===== src/rtl/umdci_pkg.sv =====
package umdci_pkg;

    // ============================================================
    // command word layout (word bit n sits at vector index n-1)
    // ============================================================
    localparam int unsigned WORD_W     = 14;
    localparam int unsigned PAY_W      = 6;
    localparam int unsigned CHK_W      = 7;
    localparam int unsigned PAY_MSB    = 13;
    localparam int unsigned PAY_LSB    = 8;
    localparam int unsigned SEQ_POS    = 7;
    localparam int unsigned CHK_MSB    = 6;
    localparam int unsigned TRUE_LSB   = 7;

    // ============================================================
    // parameter assembly
    // ============================================================
    localparam int unsigned PARAM_W    = 26;
    localparam int unsigned PIECES     = 5;
    localparam int unsigned ACC_W      = 24;
    localparam int unsigned TAIL_W     = 2;
    localparam int unsigned OPER_W     = 18;
    localparam int unsigned SHORT_MAX  = 3;

    // ============================================================
    // retry handling
    // ============================================================
    localparam logic [2:0]  ERR_LIMIT  = 3'h7;
    localparam logic        SEQ_FIRST  = 1'h1;

    // ============================================================
    // mode codes (payload bits 14..9)
    // ============================================================
    localparam logic [5:0]  MODE_TIME_BASE = 6'h08;
    localparam logic [5:0]  MODE_NAV       = 6'h09;
    localparam logic [5:0]  MODE_SWITCH    = 6'h0A;
    localparam logic [5:0]  MODE_SECTOR    = 6'h0B;
    localparam logic [5:0]  MODE_SINGLE    = 6'h0C;
    localparam logic [5:0]  MODE_TERMINATE = 6'h10;
    localparam logic [5:0]  MODE_ALT_TB4   = 6'h13;
    localparam logic [5:0]  MODE_ALT_TB7   = 6'h14;
    localparam logic [5:0]  MODE_TARGET    = 6'h19;

    // ============================================================
    // data words needed per mode
    // ============================================================
    localparam logic [5:0]  CNT_TIME_BASE  = 6'h01;
    localparam logic [5:0]  CNT_NAV        = 6'h23;
    localparam logic [5:0]  CNT_SWITCH     = 6'h02;
    localparam logic [5:0]  CNT_SECTOR     = 6'h02;
    localparam logic [5:0]  CNT_SINGLE     = 6'h03;
    localparam logic [5:0]  CNT_ALT_TB     = 6'h01;
    localparam logic [5:0]  CNT_TARGET     = 6'h2D;
    localparam logic [5:0]  CNT_NONE       = 6'h00;

endpackage


===== src/rtl/umdci_word_check.sv =====
`timescale 1ns/10ps
`default_nettype none

// ============================================================
// word splitter and true/complement test
// ============================================================
module umdci_word_check
    import umdci_pkg::*;
(
    input  wire logic [WORD_W-1:0] word,
    output logic      [PAY_W-1:0]  payload,
    output logic                   seq_bit,
    output logic                   check_ok
);

    // sequence bit is kept apart so it never reaches the payload
    assign payload  = word[PAY_MSB:PAY_LSB];
    assign seq_bit  = word[SEQ_POS];
    // upper seven bits must be the exact inverse of the lower seven
    assign check_ok = (word[WORD_W-1:TRUE_LSB] == ~word[CHK_MSB:0]);

endmodule

`default_nettype wire


===== src/rtl/umdci_interp.sv =====
`timescale 1ns/10ps
`default_nettype none

module umdci_interp
    import umdci_pkg::*;
(
    input  wire logic                CLK_SYS,
    input  wire logic                RESET,
    input  wire logic                WORD_VALID,
    input  wire logic [WORD_W-1:0]   WORD_DATA,
    input  wire logic                WORD_TYPE_FLAG,
    output logic                     WORD_ACK,
    output logic                     WORD_ERROR,
    output logic                     SEQ_ERROR,
    output logic                     ABANDON,
    output logic                     MODE_ENTERED,
    output logic                     TERMINATED,
    output logic                     MODE_ACTIVE,
    output logic      [PAY_W-1:0]    ACTIVE_MODE,
    output logic                     PARAM_VALID,
    output logic      [3:0]          PARAM_INDEX,
    output logic      [PARAM_W-1:0]  PARAM_VALUE,
    output logic                     ROUTINE_DONE,
    output logic      [PAY_W-1:0]    ROUTINE_CODE,
    output logic      [OPER_W-1:0]   ROUTINE_OPERAND,
    output logic                     TIME_BASE_UPDATE,
    output logic      [2:0]          ERROR_COUNT
);

    // ============================================================
    // helpers
    // ============================================================

    // data words a mode must collect; zero marks terminate or an unassigned code
    function automatic logic [5:0] words_needed(input logic [PAY_W-1:0] code);
        logic [5:0] n;
        n = CNT_NONE;
        unique case (code)
            MODE_TIME_BASE : n = CNT_TIME_BASE;
            MODE_NAV       : n = CNT_NAV;
            MODE_SWITCH    : n = CNT_SWITCH;
            MODE_SECTOR    : n = CNT_SECTOR;
            MODE_SINGLE    : n = CNT_SINGLE;
            MODE_ALT_TB4   : n = CNT_ALT_TB;
            MODE_ALT_TB7   : n = CNT_ALT_TB;
            MODE_TARGET    : n = CNT_TARGET;
            default        : n = CNT_NONE;
        endcase
        return n;
    endfunction

    // modes whose data builds 26-bit parameters from five pieces
    function automatic logic builds_params(input logic [PAY_W-1:0] code);
        return (code == MODE_NAV) || (code == MODE_TARGET);
    endfunction

    // three-word operand history, newest payload at the bottom; the
    // sequence bit has no way in, since only the payload is passed
    function automatic logic [OPER_W-1:0] shift_oper(input logic [OPER_W-1:0] hist,
                                                     input logic [PAY_W-1:0]  pay);
        return {hist[OPER_W-PAY_W-1:0], pay};
    endfunction

    // two states suffice: the counters carry the rest of the progress
    typedef enum logic {UMDCI_IDLE, UMDCI_COLLECT} umdci_state_t;

    // ============================================================
    // state
    // ============================================================
    umdci_state_t      state_q;
    logic [PAY_W-1:0]  mode_q;
    logic [5:0]        left_q;
    logic [2:0]        piece_q;
    logic [3:0]        pidx_q;
    logic [ACC_W-1:0]  acc_q;
    logic [OPER_W-1:0] oper_q;
    logic              expect_seq_q;
    logic [2:0]        err_q;

    // word fields, split off combinationally
    logic [PAY_W-1:0]  payload;
    logic              seq_bit;
    logic              check_ok;

    // one splitter feeds every consumer, so field positions live in one place
    umdci_word_check u_check (
        .word     (WORD_DATA),
        .payload  (payload),
        .seq_bit  (seq_bit),
        .check_ok (check_ok)
    );

    // ============================================================
    // word classification
    // ============================================================
    logic       collecting;
    logic       is_term;
    logic [5:0] need;
    logic       mode_ok;
    logic       data_ok;
    logic       seq_bad;
    logic       good;
    logic       bad;
    logic       take_mode;
    logic       take_term;
    logic       take_data;
    logic       last_word;
    logic       last_piece;
    logic [2:0] err_next;
    logic       give_up;
    logic       param_done;
    logic       routine_end;

    always_comb begin
        collecting = (state_q == UMDCI_COLLECT);
        is_term    = (payload == MODE_TERMINATE);
        need       = words_needed(payload);
        // mode words carry a zero sequence bit; while collecting only
        // terminate gets through, other modes are refused as errors
        mode_ok    = WORD_TYPE_FLAG && !seq_bit
                     && (is_term || (!collecting && need != CNT_NONE));
        // continuity: each data word must flip the sequence bit
        seq_bad    = collecting && !WORD_TYPE_FLAG
                     && (seq_bit != expect_seq_q);
        data_ok    = collecting && !WORD_TYPE_FLAG && !seq_bad;
        good       = WORD_VALID && check_ok && (mode_ok || data_ok);
        bad        = WORD_VALID && !good;
        take_term  = good && WORD_TYPE_FLAG && is_term;
        take_mode  = good && WORD_TYPE_FLAG && !is_term;
        take_data  = good && !WORD_TYPE_FLAG;
        last_word  = (left_q == 6'h01);
        last_piece = (piece_q == 3'(PIECES - 1));
        err_next   = err_q + 3'h1;
        give_up    = bad && (err_next == ERR_LIMIT);
        // closing events, shared by the status and result registers
        param_done = take_data && last_piece && builds_params(mode_q);
        routine_end = take_data && last_word;
    end

    // ============================================================
    // routine sequencing
    // ============================================================

    // abandon and terminate both fall back to waiting for a mode word
    always_ff @(posedge CLK_SYS or posedge RESET) begin
        if (RESET) begin
            state_q <= UMDCI_IDLE;
            mode_q  <= '0;
            left_q  <= '0;
        end else if (give_up || take_term) begin
            state_q <= UMDCI_IDLE;
            left_q  <= '0;
        end else if (take_mode) begin
            state_q <= UMDCI_COLLECT;
            mode_q  <= payload;
            left_q  <= need;
        end else if (take_data) begin
            left_q  <= left_q - 6'h01;
            if (last_word) begin
                state_q <= UMDCI_IDLE;
            end
        end
    end

    // sequence expectation: first data word after a mode carries one
    always_ff @(posedge CLK_SYS or posedge RESET) begin
        if (RESET) begin
            expect_seq_q <= SEQ_FIRST;
        end else if (take_mode) begin
            expect_seq_q <= SEQ_FIRST;
        end else if (take_data) begin
            expect_seq_q <= ~expect_seq_q;
        end
    end

    // consecutive rejected words, whatever they carry; any accepted word clears it
    always_ff @(posedge CLK_SYS or posedge RESET) begin
        if (RESET) begin
            err_q <= '0;
        end else if (give_up || good) begin
            err_q <= '0;
        end else if (bad) begin
            err_q <= err_next;
        end
    end

    // ============================================================
    // data assembly
    // ============================================================

    // pieces land most significant first; fifth piece gives two bits
    always_ff @(posedge CLK_SYS or posedge RESET) begin
        if (RESET) begin
            piece_q <= '0;
            pidx_q  <= '0;
            acc_q   <= '0;
            oper_q  <= '0;
        end else if (take_mode) begin
            piece_q <= '0;
            pidx_q  <= '0;
            acc_q   <= '0;
            oper_q  <= '0;
        end else if (take_data) begin
            // payload only: the sequence bit is dropped here
            oper_q <= shift_oper(oper_q, payload);
            if (last_piece) begin
                piece_q <= '0;
                pidx_q  <= pidx_q + 4'h1;
                acc_q   <= '0;
            end else begin
                piece_q <= piece_q + 3'h1;
                acc_q   <= {acc_q[ACC_W-PAY_W-1:0], payload};
            end
        end
    end

    // ============================================================
    // outputs
    // ============================================================

    // event pulses, one cycle after the word that caused them
    always_ff @(posedge CLK_SYS or posedge RESET) begin
        if (RESET) begin
            WORD_ACK     <= 1'b0;
            WORD_ERROR   <= 1'b0;
            SEQ_ERROR    <= 1'b0;
            ABANDON      <= 1'b0;
            MODE_ENTERED <= 1'b0;
            TERMINATED   <= 1'b0;
        end else begin
            WORD_ACK     <= good;
            WORD_ERROR   <= bad;
            SEQ_ERROR    <= WORD_VALID && check_ok && seq_bad;
            ABANDON      <= give_up;
            MODE_ENTERED <= take_mode;
            TERMINATED   <= take_term;
        end
    end

    // a finished parameter leaves only once all five pieces passed checks
    always_ff @(posedge CLK_SYS or posedge RESET) begin
        if (RESET) begin
            PARAM_VALID <= 1'b0;
            PARAM_INDEX <= '0;
            PARAM_VALUE <= '0;
        end else begin
            PARAM_VALID <= param_done;
            if (param_done) begin
                PARAM_INDEX <= pidx_q;
                PARAM_VALUE <= {acc_q, payload[PAY_W-1:PAY_W-TAIL_W]};
            end
        end
    end

    // completion of a routine with its short operand (one to three words)
    always_ff @(posedge CLK_SYS or posedge RESET) begin
        if (RESET) begin
            ROUTINE_DONE     <= 1'b0;
            TIME_BASE_UPDATE <= 1'b0;
            ROUTINE_CODE     <= '0;
            ROUTINE_OPERAND  <= '0;
        end else begin
            ROUTINE_DONE     <= routine_end;
            TIME_BASE_UPDATE <= routine_end
                                && (mode_q == MODE_TIME_BASE);
            if (routine_end) begin
                ROUTINE_CODE    <= mode_q;
                // parameter modes leave the last three pieces here too;
                // only short modes give it meaning
                ROUTINE_OPERAND <= shift_oper(oper_q, payload);
            end
        end
    end

    // ============================================================
    // live status
    // ============================================================

    // straight from state registers; a registered copy would lag a cycle
    assign MODE_ACTIVE = collecting;
    assign ACTIVE_MODE = mode_q;
    assign ERROR_COUNT = err_q;

endmodule

`default_nettype wire


===== config.mk =====
export PLATFORM = sky130hd
export DESIGN_NAME = umdci_interp
export DESIGN_NICKNAME = d
export VERILOG_FILES = /design/src/rtl/umdci_pkg.sv /design/src/rtl/umdci_word_check.sv /design/src/rtl/umdci_interp.sv
export SDC_FILE = /design/constraint.sdc
export NUM_CORES = 1
export LEC_CHECK = 0
export BUFFER_PORTS_ARGS = -buffer_cell sky130_fd_sc_hd__buf_2
export CORE_MARGIN = 5
export CORE_UTILIZATION = 30
export CTS_CLUSTER_DIAMETER = 30
export DETAILED_ROUTE_END_ITERATION = 10
export PLACE_DENSITY = 0.49
export REMOVE_ABC_BUFFERS = 1
export SLEW_MARGIN = 20
export SYNTH_ARGS = -nofsm -noshare
export SYNTH_HDL_FRONTEND = slang
export SYNTH_SLANG_ARGS = --single-unit

===== constraint.sdc =====
create_clock -name CLK_SYS -period 5.1 [get_ports CLK_SYS]
set_clock_uncertainty 0.05 [all_clocks]
set_input_delay 1.02 -clock CLK_SYS [delete_from_list [all_inputs] [get_ports CLK_SYS]]
set_output_delay 1.02 -clock CLK_SYS [all_outputs]
set_load 0.01 [all_outputs]

==> After elaboration in Yosys (flattened, before gate mapping) <==
Memories as Yosys holds them, arrays and structs flattened.
Cells that the tools add are included.
{ "totals": {"reg_bits": 123, "latch_bits": 0, "mem_bits_rw": 0, "rom_bits": 160, "inputBits": 18, "output_inout_bits": 73, "wordCells": 101, "n_memories": 1} }
{ "op_classes": {"add_sub_neg": 4, "multipliers": 0, "n_div": 0, "n_lt_le_gt_ge": 0, "n_eq_ne": 9, "n_shift": 0, "muxes": 23, "n_bitwise": 3, "reduce_logical": 39} }
{ "mem_list": {"columns": ["memory", "depth", "word_bits", "rd", "rd_ports_with_merged_regs", "wr", "line", "source"], "rows": [
  ["(no name shown)", 32, 5, 1, 0, 0, "umdci_interp.sv:38", "unique case (code)"]
]} }
{ "op_table": {"columns": ["op", "count"], "rows": [
  ["$mux W24", 3],
  ["$mux W12", 2],
  ["$mux W6", 4],
  ["$logic_and A1 B1 Y1", 19],
  ["$mux W3", 5],
  ["$eq A6 B4 Y1 const B", 2],
  ["$eq A6 B5 Y1 const B", 2],
  ["$mux W4", 3],
  ["$eq A7 B7 Y1", 1],
  ["$not A7 Y7", 1],
  ["$add A3 B1 Y3 const B", 2],
  ["$eq A3 B3 Y1 const B", 2],
  ["$eq A6 B1 Y1 const B", 1],
  ["$logic_not A1 Y1", 6],
  ["$mux W1", 6],
  ["$reduce_and A2 Y1", 3],
  ["$reduce_bool A2 Y1", 3],
  ["$reduce_bool A3 Y1", 2],
  ["$reduce_bool A6 Y1", 1],
  ["$sub A6 B1 Y6 const B", 1],
  ["$logic_or A1 B1 Y1", 5],
  ["$add A4 B1 Y4 const B", 1],
  ["$not A1 Y1", 2],
  ["$ne A1 B1 Y1", 1]
]} }

==> Depth between registers and ports, before layout <==
Gate-level depths: netlist of the first run.
An unclocked memory read counts as a cell.
{ "logic_depth": {"depth_word": 14, "ltp_mapped": 8, "ltp_nobuf": 6} }

==> Hierarchy <==
A second synthesis of the first run with hierarchy kept.
{ "hier_totals": {"hier_cells": 396, "hier_area_um2": 5206.2} }
{ "by_module_without_submodules": {"columns": ["mod", "n_inst", "cells_per_inst", "area_per_inst_um2", "seq_area_each_um2"], "rows": [
  ["umdci_interp", 1, 380, 5073.6, 3079.2],
  ["umdci_word_check", 1, 16, 132.6, 0.0]
]} }

==> Worst setup path before layout of the first run <==
Ideal clock, no wire load.
{ "synth_timing": {"path_kind": "input to register", "startpoint": "input WORD_DATA[8]", "endpoint": "register mode_q[0], in the netlist ACTIVE_MODE[0]", "setup_ns": 0.127, "arrival_time_ns": 2.842, "slack_ns": 2.081, "cell_stages": 7, "cell_sequence": "or3b_1 a2111o_1 and2_1 buf_2 nor3_4 buf_6 mux2_1"} }
{ "synth_via": {"elab_cells_between_ends": 21, "classes_between": "eq/ne: 2; mux: 1; bitwise: 1; reduce/logical: 16; memory: 1"} }
{ "synth_rtl": {"columns": ["item", "line", "source"], "rows": [
  ["start, declared", "umdci_interp.sv:10", "input wire logic [WORD_W-1:0] WORD_DATA,"],
  ["$mem_v2 Z32 W5", null, null],
  ["$mux W6", "umdci_interp.sv:38", null],
  ["$reduce_bool A6 Y1", "umdci_interp.sv:121", "&& (is_term || (!collecting && need != CNT_NONE));"],
  ["$logic_and A1 B1 Y1", "umdci_interp.sv:121", null],
  ["$logic_or A1 B1 Y1", "umdci_interp.sv:121", null],
  ["$logic_and A1 B1 Y1", "umdci_interp.sv:121", null],
  ["$logic_or A1 B1 Y1", "umdci_interp.sv:126", "good = WORD_VALID && check_ok && (mode_ok || data_ok);"],
  ["$logic_and A1 B1 Y1", "umdci_interp.sv:126", null],
  ["$logic_and A1 B1 Y1", "umdci_interp.sv:129", "take_mode = good && WORD_TYPE_FLAG && !is_term;"],
  ["$logic_and A1 B1 Y1 *", "umdci_interp.sv:129", null],
  ["via take_mode", "umdci_interp.sv:104", "logic take_mode;"],
  ["$reduce_and A2 Y1 (no source line) *", null, null],
  ["end signal, assigned", "umdci_interp.sv:155", "mode_q <= payload;"],
  ["end, declared", "umdci_interp.sv:71", "logic [PAY_W-1:0] mode_q;"]
]} }
The timed path passes the listed nets; every way through them passes the cells marked *.
A chain may end at the register's enable or synchronous reset.

==> Worst setup path in the final report of the first run <==
{ "layout_timing": {"startpoint": "input WORD_TYPE_FLAG", "endpoint": "register piece_q[0]"} }
{ "layout_via": {"elab_chain_len": 10, "elab_cells_between_ends": 14, "classes_between": "mux: 1; reduce/logical: 13"} }
{ "layout_lines": {"columns": ["item", "line", "source"], "rows": [
  ["start, declared", "umdci_interp.sv:11", "input wire logic WORD_TYPE_FLAG,"],
  ["$logic_not A1 Y1", "umdci_interp.sv:123, umdci_interp.sv:125, umdci_interp.sv:130", null],
  ["$logic_and A1 B1 Y1", "umdci_interp.sv:123, umdci_interp.sv:125", null],
  ["$logic_and A1 B1 Y1", "umdci_interp.sv:124", "&& (seq_bit != expect_seq_q);"],
  ["$logic_not A1 Y1", "umdci_interp.sv:125", "data_ok = collecting && !WORD_TYPE_FLAG && !seq_bad;"],
  ["$logic_and A1 B1 Y1", "umdci_interp.sv:125", null],
  ["$logic_or A1 B1 Y1", "umdci_interp.sv:126", null],
  ["$logic_and A1 B1 Y1", "umdci_interp.sv:126", null],
  ["$logic_and A1 B1 Y1 (2 in series)", "umdci_interp.sv:129", null],
  ["$mux W3 / $reduce_bool A2 Y1 (equally long branches)", null, null],
  ["end signal, assigned", "umdci_interp.sv:211", "piece_q <= piece_q + 3'h1;"],
  ["end, declared", "umdci_interp.sv:73", "logic [2:0] piece_q;"]
]} }
Parallel ways exist; a longest one is shown, timed or not.

==> results by stage, run 1 <==
Run status:
- The flow ran to the end, and the final reports show no timing, DRC or antenna violations.

Finish:
- From synthesis to final layout, the design area changed by 24.1%.
- In the final layout, the share of cells above drive strength 1 is 0.385.
- The number of antenna diodes is 0.
- The number of standard cells in the final layout excluding fillers is 737.
- The total number of nets in the final design is 524.
- The fill cell total of the finished layout is 1667.
- The final core utilization is 0.380.

Clocking:
- TritonCTS built the clock tree.
- Clock-pin slew was measured on the worst setup and hold paths at 0.06 ns.
- The longest clock path from root to sink contains 2 buffers.
- Buffers added to address setup during post-CTS repair amount to 0.
- The clock latency reported for the late side of the worst-skew pair is 0.42 ns.
- The H-tree depth is 4.
- The number of clock sinks seen by CTS is 123.
- Clock tree synthesis inserted a total of 17 buffers.
- CTS placed an instance of clkbuf_16 at the clock tree root.
- The number of gates given a new drive strength after cts is 0.
- The number of hold-repair buffers added at the cts stage is 0.

Synth:
- After synthesis, the cell types taking the most area are dfrtp_1, mux2_2, a22o_1.
- Averaged over all synthesized cells, the footprint is 13.0 µm².
- Ranked by instance count, the synthesized netlist is headed by dfrtp_1, mux2_2, a22o_1, nand2_1, a21oi_1.
- For this run, asynchronously set or reset flops after synthesis account for 1.00.
- Yosys mapped a number of flops with a built-in enable equal to 0.
- After synthesis the netlist holds a flip-flop and latch count of 123.
- The area share of the largest cell type after synthesis is 0.574.
- The share of the Yosys chip area taken by registers is 0.579.
- In the synthesized netlist, the number of instances is 409.
- By instance count, the leading cell after synthesis is dfrtp_1.
- The Yosys step of the flow raised 0 warnings.
- The post-synthesis cell type with the largest combined area is dfrtp_1.
- The total standard cell area after synthesis is 0.00532 mm².
- The number of distinct library cells after synthesis is 56.
- The most common flop cell mapped by yosys is dfrtp_1.

Critical path:
- The stage delay of the slowest cell on the critical path is 0.72 ns.
- The worst endpoint data arrival time is 3.45 ns.
- The capturing element type of the critical path is a flop.
- Traced cell by cell, the critical path runs through buf_2 -> inv_2 -> a21o_1 -> a2111o_1 -> nor2_2 -> mux2_2.
- The kind of start point of the critical path is an input pin.
- The buffering stage count on the worst path with inverters included is 2.
- The startpoint of the worst register-to-register path is MODE_ACTIVE.
- The cell type of the slowest stage on the worst timing path is nor2_2.
- The endpoint identified for the worst register-to-register timing path is piece_q[0].
- The critical path is of the in -> reg type.
- The number of cells on the worst reg-to-reg path is 5.
- The setup slack on the worst flop-to-flop path is 2.28 ns.
- The worst-path maximum fanout is 19.
- On the critical path the largest part of the delay comes from compound AO/OA/AOI/OAI gates.
- The critical path required time is 5.40 ns.

Floorplan:
- In this run the core area contains 48 standard-cell rows.
- The die is 143 µm tall.
- The top-level port count is 91.
- The floorplan die width is 143 µm.
- The initial core utilization is 0.306.
- The area of the die is 0.0205 mm².
- In this run the standard cell core region covers 0.0174 mm².

STA:
- Setup violations remaining at the end of the flow were counted as 0.
- The final count of hold timing violations is 0.
- The tightest slew margin relative to the limit is 0.375.
- Setup repair after global routing left no endpoint under its margin.
- For this run, the top clock speed supported by timing is 318 MHz.
- The worst path meets setup with 1.95 ns of slack.
- Adding up every negative setup slack in the final design gives 0 ns.
- The count of pins over their slew limit is 0.
- Of the available clock period, the critical path in the final layout requires 0.617.
- The worst path needs 3.15 ns of the cycle, external delays included.
- At the pin with the least slew margin, the transition time is 0.938 ns.

Detailed routing:
- The DRC violation total after the first TritonRoute iteration is 218.
- The average wire length per cell after detail routing is 17.6 µm.
- In this run the remaining antenna-violating nets after routing total 0.
- The number of vias in the routed layout is 3665.
- The detailed-router iteration count before antenna repair is 5.
- For this block, the routed nets add up to 13000 µm of wire.
- For this run, design rule violations remaining after detail routing come to 0.
- In the routed layout, each cell is associated on average with a via count of 4.97.

Place:
- The post-placement cell count is 705.
- The quantity of I/O buffers inserted on ports is 90.
- The detailed placement HPWL is 8890 µm.
- Before CTS, the worst setup slack after placement is 1.42 ns.
- At the end of routability-driven placement, the weighted congestion stood at 0.832.

Run:
- The tool flagged a number of max-cap violations equal to 0.

Global route:
- The total overflow reported by the global router is 0.
- The number of antenna violations at the first check in global routing is 0.
- The first global-routing pass estimated 20600 µm of wire.
- Entering global routing, the biggest net connects 77 pins.
- The global-route total usage across every layer is 0.131.
- The via count of the first global-routing pass came to 3676.

Min path:
- Counting instances, the worst hold path has a depth of 1.
- The path class of the tightest hold or removal check is reg -> reg.
- The worst hold path endpoint is pidx_q[3].
- In this run the most critical hold path is launched from pidx_q[3].

Power:
- The maximum vdd drop is 0.251 mV.
- Dividing total power by cell area gives a power density of 381 mW/mm².
- The analysis attributes to cell leakage a power of 3.37 nW.
-- layout by cell type, fill, tap and decap left out, types with 8 or more instances in the layout --
cell and count:
dfrtp_1 122, buf_2 90, mux2_2 57, a22o_1 33, nand2_1 19, clkbuf_16 17
a21oi_1 15, nor2_1 11, nand3_1 10, xor2_1 9, inv_1 9, nand4_1 8
-- worst max path at each step --
stage,endpoint,from,cells past startpoint
after global routing,piece_q[0],WORD_TYPE_FLAG,6
after CTS,piece_q[0],WORD_DATA[8],6
after detailed placement,piece_q[0],WORD_DATA[8],6
after global placement,piece_q[0],WORD_DATA[8],6
after floorplan,ABANDON,RESET,1
final,piece_q[0],WORD_TYPE_FLAG,6
-- registers in the layout, summed over array words and instances (netlist names), 3 cells and up --
register	count
acc_q	24
ACTIVE_MODE	6
ROUTINE_OPERAND	18
piece_q	3
oper_q	12
PARAM_VALUE	26
left_q	6
ERROR_COUNT	3
pidx_q	4
ROUTINE_CODE	6
PARAM_INDEX	4
-- metrics by stage --
stage	instance area (µm²)	hold slack [ns]	total power, mW
floorplan	5160	0.381	1.13
global placement	5940	0.418	1.19
detailed placement	5940	0.417	1.20
CTS	6600	0.425	2.55
global route	6600	0.454	2.62
finish	6600	0.423	2.51
-- layout make-up --
cell class	instances	area (µm²)	share of cell area
sequential	123	3080	0.467
timing repair buffer	95	488	0.0739
clock inverter	15	236	0.0358
clock buffer	17	425	0.0645
multi-input combinational	251	2040	0.310
inverter	11	43.8	0.00664
tap	225	282	0.0427
-- routing by layer --
metal,share of wire,routed length [µm],track usage
met5,0,0,0
met4,0.017,223,0.0495
met3,0.058,753,0.0409
met2,0.44,5730,0.188
met1,0.48,6240,0.186
-- power breakdown --
part | total, mW | switching [mW] | internal (mW)
clock network | 1.34 | 0.459 | 0.878
registers | 1.01 | 0.0171 | 0.996
logic | 0.164 | 0.102 | 0.0620
total | 2.51 | 0.579 | 1.94
-- cells by family (layout without fill, tap and decap cells) --
group                      count (synthesis)  in the layout  share of synthesized area
and+or+nand+nor                           79             79                     0.0850
muxes                                     60             60                      0.127
AOI/OAI and AO/OA                         94             94                      0.138
DFF                                      123            123                      0.579
buffers and inverters                     35            138                     0.0365
xor gates and xnor gates                  11             11                     0.0181
adders and majority gates                  7              7                     0.0165
Power figures use the tool's default switching activity.
==> run 2, diff against run 1 <==
clock period = 2.9 ns   (was 5.1 ns; I/O delays follow)
==> run 2 against run 1 <==
Global-route usage up 1.1 points. Core utilization up 0.87 points. Final cell count up 3.3%. Wire length up 6.5%. Largest cell class unchanged.
==> results by stage, run 2 (same netlist as run 1, synthesis figures left out) <==
Run status:
- The run finished with clean final reports.

Clocking:
- The buffer count from post-CTS setup fixing is 0.
- The clock buffer count from CTS is 17.
- The number of gates resized after CTS was 0.
- For the worst-skew pair, the clock arrives at the later sink with an insertion delay of 0.41 ns.
- Clock tree synthesis selected as its root buffer the cell clkbuf_16.
- Clock-pin slew was measured on the worst setup and hold paths at 0.06 ns.
- The buffer levels on the longest clock path is 2.
- After clock tree synthesis, the flow added hold-fix buffers numbering 0.
- TritonCTS built the clock tree.
- The H-tree was split into 4 levels.
- The number of clock sinks seen by CTS is 123.

Critical path:
- The stage delay of the slowest cell on the critical path is 0.49 ns.
- The cell depth of the worst setup path is 6.
- STA classifies the critical path startpoint as a flop.
- The endpoint identified for the worst register-to-register timing path is PARAM_VALUE[22].
- Of all nets on the critical path, the largest fanout is 31.
- The worst endpoint data arrival time is 2.69 ns.
- The setup slack on the worst flop-to-flop path is 0.46 ns.
- The capturing element type of the critical path is a flop.
- Traced cell by cell, the critical path runs through nor2b_1 -> nand3_1 -> a211o_1 -> nor4_4 -> buf_12 -> mux2_2.
- At the worst endpoint, the required time is 3.15 ns.
- The worst setup path category is reg -> reg.
- In this run the critical register-to-register path is launched from MODE_ACTIVE.
- The worst register-to-register path has a depth of 6.
- The family with the most delay on the worst path is simple AND/OR/NAND/NOR gates.
- The cell type of the slowest stage on the worst timing path is dfrtp_1.
- The buffering stage count on the worst path with inverters included is 1.

Global route:
- The total overflow reported by the global router is 0.
- The via count of the first global-routing pass came to 3883.
- The largest net degree at the start of global routing is 46.
- The first-pass GRT wire length is 22100 µm.
- The number of antenna violations at the first check in global routing is 1.
- The global-route total usage across every layer is 0.142.

Detailed routing:
- The vias per cell is 4.93.
- The detailed router placed 3751 vias in this run.
- In the final routed layout, each cell accounts on average for 18.1 µm.
- For this run, design rule violations remaining after detail routing come to 0.
- The detailed-router iteration count before antenna repair is 4.
- Wires add up to 13800 µm.
- The number of antenna-violating nets in the routed design is 0.
- The DRC violation total after the first TritonRoute iteration is 181.

STA:
- At the pin with the least slew margin, the transition time is 0.560 ns.
- The time the worst path needs with I/O delays and setup is 2.44 ns.
- After routing, the total negative slack on setup checks comes to 0 ns.
- The achievable clock frequency is 409 MHz.
- The worst setup slack after layout is 0.456 ns.
- Setup repair after global routing left no endpoint under its margin.
- The tightest slew margin relative to the limit is 0.623.
- The post-route worst hold slack is 0.180 ns.
- The count of pins over their slew limit is 0.
- The final count of hold timing violations was 0.
- The final period utilization is 0.843.
- The total of endpoints with negative setup slack in the final report is 0.

Place:
- In this run, placement finished with an instance count of 729.
- The post-placement setup slack is 0.216 ns.
- The detailed placement HPWL is 9880 µm.
- The routability congestion estimate from global placement is 0.851.
- In this run the tool buffered the top-level ports with 90 buffer cells.
- The placed standard-cell area is 0.00618 mm².

Finish:
- The number of flip-flops in the largest register is 26.
- In the final layout, the share of cells above drive strength 1 is 0.410.
- Summing all non-filler instances in the final layout gives an area of 0.00675 mm².
- The final core utilization is 0.389.
- The library cells used most frequently in the layout, excluding fill and tap cells, are dfrtp_1, buf_2, mux2_2.
- Counting flops per register, the top entry is PARAM_VALUE.
- The library cell used most frequently in the layout, excluding fill and tap cells, is dfrtp_1.
- Fill cells in the final layout number 1694.
- The largest registers in the layout are PARAM_VALUE (26), acc_q (24), ROUTINE_OPERAND (18).
- The growth of design area from synthesis to finish is 26.9%.
- 0 antenna diodes ended up in the layout.
- The net count of the finished layout is 548.
- The number of standard cells in the final layout excluding fillers is 761.

Floorplan:
- Pin placement for this block handled 91 I/O pins.
- For this configuration, the core starts out at a cell density of 0.306.
- After floorplanning, the core was divided into 48 placement rows.
- The floorplan die width is 143 µm.
- The height of the die is 143 µm.
- The core area is 0.0174 mm².
- The die covers 0.0205 mm².

Power:
- The power per cell area is 609 mW/mm².
- The standby leakage power is 3.44 nW.
- The total power is 4.11 mW.
- The worst-case IR drop observed on VDD is 0.403 mV.

Min path:
- The worst hold-check path type is in -> async.

Run:
- Across the run, the number of max-cap violations was 0.
==> run 2: changes by cell type in the layout (fill, tap and decap cells not counted) <==
cell / change
clkinv_4: -3
clkinv_2: +2
inv_6: -1
bufinv_16: -4
buf_12: +5
clkinvlp_4: +5
buf_4: +19
clkbuf_8: +2
inv_8: -1
a21o_1: +1
a21o_2: -1
==> run 2: routing by layer <==
layer / vias up / routed length (µm) / track usage
li1: 1737 / - / -
met1: 1907 / 6530 / 0.199
met2: 91 / 6350 / 0.211
met3: 14 / 679 / 0.0395
met4: 2 / 223 / 0.0510
met5: - / 7 / 0
==> run 2: power breakdown <==
| group | internal [mW] | total [mW] | switching, mW |
|---|---|---|---|
| logic | 0.129 | 0.314 | 0.185 |
| registers | 1.75 | 1.78 | 0.0311 |
| clock network | 1.23 | 2.01 | 0.789 |
| total | 3.11 | 4.11 | 1.01 |
==> run 2: worst max path at each step <==
| stage | start | end | slack [ns] |
|---|---|---|---|
| 5_1_grt | MODE_ACTIVE | PARAM_VALUE[8] | 0.29 |
| 3_3_place_gp | WORD_DATA[8] | piece_q[0] | 0.24 |
| 6_report | MODE_ACTIVE | PARAM_VALUE[22] | 0.46 |
| 2_1_floorplan | RESET | ABANDON | -1.0 |
| 3_5_place_dp | WORD_DATA[8] | piece_q[0] | 0.22 |
| 4_1_cts | MODE_ACTIVE | PARAM_VALUE[22] | 0.45 |
==> run 2: worst reg2reg max path: stages (launching register included) <==
cell	delay [ns]
dfrtp_1	0.49
nor2b_1	0.22
nand3_1	0.26
a211o_1	0.41
nor4_4	0.26
buf_12	0.25
mux2_2	0.38
==> run 2: final cells by class <==
type                       instances  area (µm²)  area share
tap                              225         282      0.0417
inverter                          11        43.8     0.00649
sequential                       123        3080       0.456
multi-input combinational        251        2040       0.303
clock inverter                    13         118      0.0174
clock buffer                      19         453      0.0671
timing repair buffer             119         731       0.108
